<file path="src/pkg/nvmac_consts.svh">
// constants for the byte-wide nonvolatile memory access block
`ifndef NVMAC_CONSTS_SVH
`define NVMAC_CONSTS_SVH
`define NVMAC_DEPTH 32
`define NVMAC_AW 5
`define NVMAC_DW 8
// register selectors on the core-side special register port
`define NVMAC_SEL_ADDR 2'h0
`define NVMAC_SEL_DATA 2'h1
`define NVMAC_SEL_CTRL 2'h2
// control register bit positions
`define NVMAC_BIT_RDGO 0
`define NVMAC_BIT_READ_ENABLE_BIT 1
`define NVMAC_BIT_WRGO 2
`define NVMAC_BIT_WRITE_ENABLE_BIT 3
// reset values
`define NVMAC_RST_ADDR 5'h00
`define NVMAC_RST_DATA 8'h00
`define NVMAC_RST_CTRL 4'h0
// cycles a read takes inside the array
`define NVMAC_READ_CYC 4'h2
// default length of a timed write, in ticks of the write timer
`define NVMAC_WRITE_TICKS 8'h10
// default divider of the free-running write timer, in system clocks
`define NVMAC_TIMER_DIV 7
`endif

</file>
<file path="src/pkg/nvmac_pkg.sv">
// types shared by both ends of the nonvolatile memory access block
package nvmac_pkg;
  typedef enum {NVMAC_IDLE, NVMAC_READ, NVMAC_WRITE} nvmac_state_e;
  typedef logic [1:0] nvmac_sel_t;
endpackage

</file>
<file path="src/pkg/nvmac_if.sv">
// special register port between processor core and nonvolatile memory block
`timescale 1ns/1ps
interface nvmac_if;
  logic [1:0] sel;
  logic wr_stb;
  logic [7:0] wdata;
  logic [7:0] rdata;
  logic irq_flag;
  logic irq_ack;
  modport dev (input sel, input wr_stb, input wdata, output rdata,
    output irq_flag, input irq_ack);
  modport core (output sel, output wr_stb, output wdata, input rdata,
    input irq_flag, output irq_ack);
endinterface

</file>
<file path="src/hw/nvmac_dev.sv">
// device end: nonvolatile byte memory with address, data and control registers
//
// How it works
// - write enable clear blocks write starts
// - write start launches write, clears on end
// - write start ignored unless enable preset
// - read enable clear blocks read starts
// - read start launches read, clears on end
// - read start ignored unless enable preset
// - software never sets both starts together
// - read data lands in data register
// - software polls read start before data
// - software loads address, data, then enable, start
// - software masks global interrupts around write start
// - write length set by free-running timer
// - write end always sets interrupt flag
// - flag vectors when enabled, cleared on service
// - reset clears control and data registers
// - control bits seven to four read zero
// - software avoids sleep during cycles
// - thirty-two bytes, five-bit address, reset zero
`timescale 1ns/1ps
`include "nvmac_consts.svh"
module nvmac_dev
  import nvmac_pkg::*;
#(
  parameter int DEPTH = `NVMAC_DEPTH,
  parameter int TIMER_DIV = `NVMAC_TIMER_DIV,
  parameter logic [7:0] WRITE_TICKS = `NVMAC_WRITE_TICKS
) (
  input wire logic CLK_I, // system clock
  input wire logic RST_I, // power-on reset, synchronous
  nvmac_if.dev BUS, // core-side register port
  output logic BUSY_O // high while a read or write cycle runs
);

  logic [7:0] mem [DEPTH];
  logic [`NVMAC_AW-1:0] addr_reg;
  logic [7:0] data_reg;
  logic write_enable_bit_reg, wrgo_reg, read_enable_bit_reg, rdgo_reg;
  logic flag_reg;
  logic [7:0] rdata_reg;
  logic [7:0] wcnt_reg;
  logic [3:0] rcnt_reg;
  nvmac_state_e state_reg;
  logic tick;
  logic ctrl_wr, wr_start, rd_start, wr_done, rd_done;

  //////////////////////////////////////////////////////////////////////////
  nvmac_wtimer #(.DIV(TIMER_DIV)) u_timer (
    .clk_i(CLK_I),
    .rst_i(RST_I),
    .tick_o(tick)
  );

  // start qualification uses enable bits as they stood before this write
  assign ctrl_wr = BUS.wr_stb && (BUS.sel == `NVMAC_SEL_CTRL);
  assign wr_start = ctrl_wr && BUS.wdata[`NVMAC_BIT_WRGO] && write_enable_bit_reg
    && (state_reg == NVMAC_IDLE);
  assign rd_start = ctrl_wr && BUS.wdata[`NVMAC_BIT_RDGO] && read_enable_bit_reg
    && !BUS.wdata[`NVMAC_BIT_WRGO] && (state_reg == NVMAC_IDLE);
  assign wr_done = (state_reg == NVMAC_WRITE) && tick && (wcnt_reg == 8'h01);
  assign rd_done = (state_reg == NVMAC_READ) && (rcnt_reg == 4'h1);
  assign BUSY_O = (state_reg != NVMAC_IDLE);

  //////////////////////////////////////////////////////////////////////////
  // cycle sequencer
  always_ff @(posedge CLK_I) begin
    if (RST_I) begin
      state_reg <= NVMAC_IDLE;
      wcnt_reg <= 8'h00;
      rcnt_reg <= 4'h0;
    end else begin
      case (state_reg)
        NVMAC_IDLE: begin
          if (wr_start) begin
            state_reg <= NVMAC_WRITE;
            wcnt_reg <= WRITE_TICKS;
          end else if (rd_start) begin
            state_reg <= NVMAC_READ;
            rcnt_reg <= `NVMAC_READ_CYC;
          end
        end
        NVMAC_WRITE: begin
          if (tick) begin
            wcnt_reg <= wcnt_reg - 8'h01;
          end
          if (wr_done) begin
            state_reg <= NVMAC_IDLE;
          end
        end
        NVMAC_READ: begin
          rcnt_reg <= rcnt_reg - 4'h1;
          if (rd_done) begin
            state_reg <= NVMAC_IDLE;
          end
        end
        default: begin
          state_reg <= NVMAC_IDLE;
        end
      endcase
    end
  end

  //////////////////////////////////////////////////////////////////////////
  // control register; hardware clears start bits at cycle end
  always_ff @(posedge CLK_I) begin
    if (RST_I) begin
      {write_enable_bit_reg, wrgo_reg, read_enable_bit_reg, rdgo_reg} <= `NVMAC_RST_CTRL;
    end else begin
      if (ctrl_wr) begin
        write_enable_bit_reg <= BUS.wdata[`NVMAC_BIT_WRITE_ENABLE_BIT];
        read_enable_bit_reg <= BUS.wdata[`NVMAC_BIT_READ_ENABLE_BIT];
      end
      // a start bit only sticks when the cycle really launched
      if (wr_start) begin
        wrgo_reg <= 1'b1;
      end else if (wr_done) begin
        wrgo_reg <= 1'b0;
      end
      if (rd_start) begin
        rdgo_reg <= 1'b1;
      end else if (rd_done) begin
        rdgo_reg <= 1'b0;
      end
    end
  end

  // address register, upper bits not implemented
  always_ff @(posedge CLK_I) begin
    if (RST_I) begin
      addr_reg <= `NVMAC_RST_ADDR;
    end else if (BUS.wr_stb && BUS.sel == `NVMAC_SEL_ADDR && !BUSY_O) begin
      addr_reg <= BUS.wdata[`NVMAC_AW-1:0];
    end
  end

  // data register; read result overwrites it when the read ends
  always_ff @(posedge CLK_I) begin
    if (RST_I) begin
      data_reg <= `NVMAC_RST_DATA;
    end else if (rd_done) begin
      data_reg <= mem[addr_reg];
    end else if (BUS.wr_stb && BUS.sel == `NVMAC_SEL_DATA && !BUSY_O) begin
      data_reg <= BUS.wdata;
    end
  end

  // array; contents survive reset as nonvolatile storage would
  always_ff @(posedge CLK_I) begin
    if (wr_done) begin
      mem[addr_reg] <= data_reg;
    end
  end

  // interrupt request flag; set wins over service clear
  always_ff @(posedge CLK_I) begin
    if (RST_I) begin
      flag_reg <= 1'b0;
    end else if (wr_done) begin
      flag_reg <= 1'b1;
    end else if (BUS.irq_ack) begin
      flag_reg <= 1'b0;
    end
  end
  assign BUS.irq_flag = flag_reg;

  // registered read mux
  always_ff @(posedge CLK_I) begin
    if (RST_I) begin
      rdata_reg <= 8'h00;
    end else begin
      case (BUS.sel)
        `NVMAC_SEL_ADDR: rdata_reg <= {3'h0, addr_reg};
        `NVMAC_SEL_DATA: rdata_reg <= data_reg;
        `NVMAC_SEL_CTRL: rdata_reg <= {4'h0, write_enable_bit_reg, wrgo_reg, read_enable_bit_reg, rdgo_reg};
        default: rdata_reg <= 8'h00;
      endcase
    end
  end
  assign BUS.rdata = rdata_reg;
endmodule

</file>
<file path="src/hw/nvmac_wtimer.sv">
// free-running write timer: ticks on its own slow cadence, not tied to writes
`timescale 1ns/1ps
`include "nvmac_consts.svh"
module nvmac_wtimer #(
  parameter int DIV = `NVMAC_TIMER_DIV
) (
  input wire logic clk_i, // system clock
  input wire logic rst_i, // synchronous reset
  output logic tick_o // one-cycle tick
);
  logic [7:0] cnt_reg;

  // divider phase is independent of when a write starts, so length varies
  always_ff @(posedge clk_i) begin
    if (rst_i) begin
      cnt_reg <= 8'h00;
      tick_o <= 1'b0;
    end else begin
      tick_o <= (cnt_reg == 8'(DIV - 1));
      cnt_reg <= (cnt_reg == 8'(DIV - 1)) ? 8'h00 : cnt_reg + 8'h01;
    end
  end
endmodule

</file>
<file path="src/flat_wrapper.sv">
// flat-port wrapper written by rule: the top's interface ports become plain ports
module nvmac_dev_flat import nvmac_pkg::*;
#(
  parameter int DEPTH = `NVMAC_DEPTH,
  parameter int TIMER_DIV = `NVMAC_TIMER_DIV,
  parameter logic [7:0] WRITE_TICKS = `NVMAC_WRITE_TICKS
)
  (CLK_I, RST_I, BUSY_O, BUS_sel, BUS_wr_stb, BUS_wdata, BUS_rdata, BUS_irq_flag, BUS_irq_ack);
  nvmac_if BUS_i ();
  input wire logic CLK_I;
  input wire logic RST_I;
  output logic BUSY_O;
  input wire logic [$bits(BUS_i.sel)-1:0] BUS_sel;
  input wire logic [$bits(BUS_i.wr_stb)-1:0] BUS_wr_stb;
  input wire logic [$bits(BUS_i.wdata)-1:0] BUS_wdata;
  output wire logic [$bits(BUS_i.rdata)-1:0] BUS_rdata;
  output wire logic [$bits(BUS_i.irq_flag)-1:0] BUS_irq_flag;
  input wire logic [$bits(BUS_i.irq_ack)-1:0] BUS_irq_ack;
  assign BUS_i.sel = BUS_sel;
  assign BUS_i.wr_stb = BUS_wr_stb;
  assign BUS_i.wdata = BUS_wdata;
  assign BUS_rdata = BUS_i.rdata;
  assign BUS_irq_flag = BUS_i.irq_flag;
  assign BUS_i.irq_ack = BUS_irq_ack;
  nvmac_dev #(.DEPTH(DEPTH), .TIMER_DIV(TIMER_DIV), .WRITE_TICKS(WRITE_TICKS)) u_core (.CLK_I(CLK_I), .RST_I(RST_I), .BUS(BUS_i), .BUSY_O(BUSY_O));
endmodule
</file>
<file path="config.mk">
export PLATFORM = sky130hd
export DESIGN_NAME = nvmac_dev_flat
export DESIGN_NICKNAME = d
export VERILOG_FILES = /design/src/pkg/nvmac_pkg.sv /design/src/pkg/nvmac_if.sv /design/src/hw/nvmac_dev.sv /design/src/hw/nvmac_wtimer.sv /design/src/flat_wrapper.sv
export VERILOG_INCLUDE_DIRS = /design/src /design/src/pkg
export SDC_FILE = /design/constraint.sdc
export NUM_CORES = 1
export LEC_CHECK = 0
export BUFFER_PORTS_ARGS = -buffer_cell sky130_fd_sc_hd__buf_2
export CAP_MARGIN = 10
export CORE_MARGIN = 5
export CORE_UTILIZATION = 50
export CTS_BUF_LIST = sky130_fd_sc_hd__clkbuf_8 sky130_fd_sc_hd__clkbuf_16
export DETAILED_ROUTE_END_ITERATION = 6
export PLACE_DENSITY_LB_ADDON = 0.15
export SLEW_MARGIN = 20
export SYNTH_ARGS = -nofsm -noshare
export SYNTH_HDL_FRONTEND = slang
export SYNTH_SLANG_ARGS = --single-unit
</file>
<file path="constraint.sdc">
create_clock -name CLK_I -period 2.65 [get_ports CLK_I]
set_input_delay 0.53 -clock CLK_I [delete_from_list [all_inputs] [get_ports CLK_I]]
set_output_delay 0.53 -clock CLK_I [all_outputs]
set_load 0.02 [all_outputs]
</file>
==> results.md <==
* Clock skew at approximately 19 ps
* Design Power at slightly below 10 mW
* DR vias/cell at roughly 5.8
* Routed WL at around 28,000 um
* Die width at 167.5 um
* Mapped cell area at approximately 12,000 um2
* 1st-iter DRT viols at 570
* Critical path arrival at approximately 2800 ps
* Crit-path leading delay family: simple AND/OR/NAND/NOR gates
* IO buf count at 23
* Post-layout nets at slightly above 900
* Worst min path class: in -> reg
* Layout cells sized above 1 at 0.1701
* Site Rows at 57
* RSZ-0062 raised after global routing: no
* Crit-path most repeated cell: buf_4
* Clk_lat worst skew at 560 ps
* Gpl congestion at between 0.9 and 1
* DR pass1 iterations at 5
* Vias in the first global route at approximately 7,400
* CP max stage delay at between 500 and 600 ps
* Detailed-route wire length per cell at ~23 um
* Total GRT Usage at 0.1968
* WP data required at between 2000 and 3000 ps
* CTS tree: yes
* Top FF cell, synth: edfxtp_1
* Leakage at ~4.7 nW
* Async SR Flop Fraction at 0
* Vias at approximately 7,000
* Starting Density at 0.5082
* Register bit total from synthesis at 310
* # IOs at 24
* Max reg flops at 256
* Ys Warns at 0
* Sequential cell area fraction in the yosys report at 0.7074
* CTS sink count at between 300 and 400
* Antenna Cells at 0
* Synth Instances at 831
* HPWL after DPL at 18,910 um
* DIE HEIGHT at approximately 170 um
* Post-CTS Hold Buffers at 0
* CP cell instances: or4_4, or4_1, buf_4, inv_1, nand3_1, buf_4, nor2_1, buf_4
* Syn-to-layout area delta at 14.68%
* Fin crit share at 0.9562
* Post-synth cell types at 44
* Reg clk slew, reported paths at around 60 ps
* Outcome: complete, no violations
* First-pass GRT wire length at approximately 43,000 um
* Final Max Tran Viols at 0
* Initial antenna violation count at 2
* CTS HTree Levels at 1
* GRT Residual Overflow at 0
* Max_cap viols at 0
* Routed Antenna Nets at 0
* Setup_tns at 0 ps
* CTS Buf Count at 30
* CTS root buf: clkbuf_16
* Crit. End Element: flop
* Avg Inst Size Synth at around 15 um2
* PD cells at approximately 680 nW/um2
* Die area at between 20,000 and 30,000 um2
* Critical path fanouts, max at 8
* Endpoints failing hold at 0
* Maximum clock rate at 394.7 MHz
* Slew of the pin with the lowest slew margin at a little over 1000 ps
* Setup crit start kind: flop
* Core Area at between 20,000 and 25,000 um2
* Largest net degree at the start of global routing at 30
* Largest reg by FF count: u_core.mem
* Crit-path slowest cell: or4_4
* Rel. slew slack at 0.3288
* Worst Setup Path Type: reg -> reg
* Final min period at roughly 2500 ps
* Net Count, Synth at approximately 850
* Longest Clk Path Bufs at 3
* Final setup fails at 0
* Post-synth EDFFs at approximately 260
* Worst Path Buf+Inv at 4
* Peak VDD IR at 0.4757 mV
* DR DRC count at 0
cell usage in the layout, fill, tap and decap left out, types with 16 or more instances in the layout:
master	n
o22ai_1	17
inv_1	17
buf_4	57
mux2i_1	132
a21oi_1	44
buf_2	23
clkbuf_16	32
mux2_2	16
nor2_1	66
edfxtp_1	256
a22oi_1	51
nor3_1	16
dfxtp_1	53
synth_stat cells (8+ instances only):
cell type	count	share of area
clkbuf_1	28	0.0085
a21oi_1	44	0.018
nor2_1	66	0.020
o21ai_0	12	0.0048
mux2i_1	132	0.11
edfxtp_1	256	0.62
nor3_1	16	0.0065
nand3_1	8	0.0032
inv_1	8	0.0024
o22ai_1	17	0.0086
dfxtp_1	54	0.087
o21bai_1	9	0.0055
mux2_2	16	0.015
a22oi_1	51	0.031
or4_1	9	0.0055
buf_2	14	0.0057
nor2_2	8	0.0040
nand2_1	13	0.0039
logic make-up (layout without fill, tap and decap cells):
logic type | Yosys count | count (layout) | share of synthesized area
buffers and inverters | 56 | 148 | 0.01898
XOR/XNOR | 10 | 10 | 0.007065
AND/OR/NAND/NOR | 162 | 162 | 0.06824
multiplexers | 148 | 148 | 0.1211
adder cells (fa/ha/maj) | 6 | 6 | 0.006056
AO/OA/AOI/OAI | 139 | 139 | 0.07116
flip-flops | 310 | 310 | 0.7074
final timing paths:
check                             from                         to  slack [ps]  cells past startpoint
max                 u_core.wcnt_reg[2]          u_core.mem[15][5]         120                      8
min                       BUS_wdata[6]         u_core.data_reg[6]         270                      3
max reg2reg         u_core.wcnt_reg[2]          u_core.mem[15][5]         120                      8
min reg2reg  u_core.u_timer.cnt_reg[0]  u_core.u_timer.cnt_reg[0]         480                      1
power by group:
part | leakage [nW] | internal, mW | switching, mW
registers | 2.80 | 5.26 | 0.0393
clock network | 0.495 | 2.30 | 1.69
logic | 1.37 | 0.120 | 0.192
total | 4.67 | 7.68 | 1.92
tightest hold or removal path, delay by kind of cell:
| kind | cells | cell delay [ps] |
|---|---|---|
| buffers and inverters | 1 | 80 |
| AOI/OAI and AO/OA | 1 | 90 |
| muxes | 1 | 60 |
per-stage QoR:
| stage | cell area (um2) | std cells | hold slack, ps | util | setup WS [ps] |
|---|---|---|---|---|---|
| 6_report | 14210 | 1247 | 266.9 | 0.5828 | 116.2 |
| 5_1_grt | 14210 | 1247 | 272.9 | 0.5828 | 13.50 |
| 3_3_place_gp | 13240 | 1192 | 439.8 | 0.5429 | 79.86 |
| 4_1_cts | 14180 | 1247 | 251.6 | 0.5816 | 3.787 |
| 3_5_place_dp | 13240 | 1192 | 466.5 | 0.5429 | 1.908 |
| 2_1_floorplan | 12400 | 831 | 429.7 | - | 64.10 |
final cells by class:
type	count	area [um2]
clock buffer	34	828.3
clock inverter	21	108.9
fill	1889	10180
inverter	8	30.03
multi-input combinational	465	3427
sequential	310	8772
tap	324	405.4
timing repair buffer	85	643.1
timing repair:
item,CTS,global route
pin swaps,0,0
resized for setup,1,6
endpoints found under the setup margin,8,48
buffers inserted,0,0
layer usage:
layer	track usage	share of wire	wire length, um	vias to the layer above
met4	0.06422	0.034	951	2
met2	0.3354	0.49	13940	240
li1	-	-	-	3326
met3	0.03324	0.061	1735	74
met1	0.2592	0.41	11640	3535
met5	0	0.00049	14	-
No activity file was read; power rests on OpenSTA's default activity.
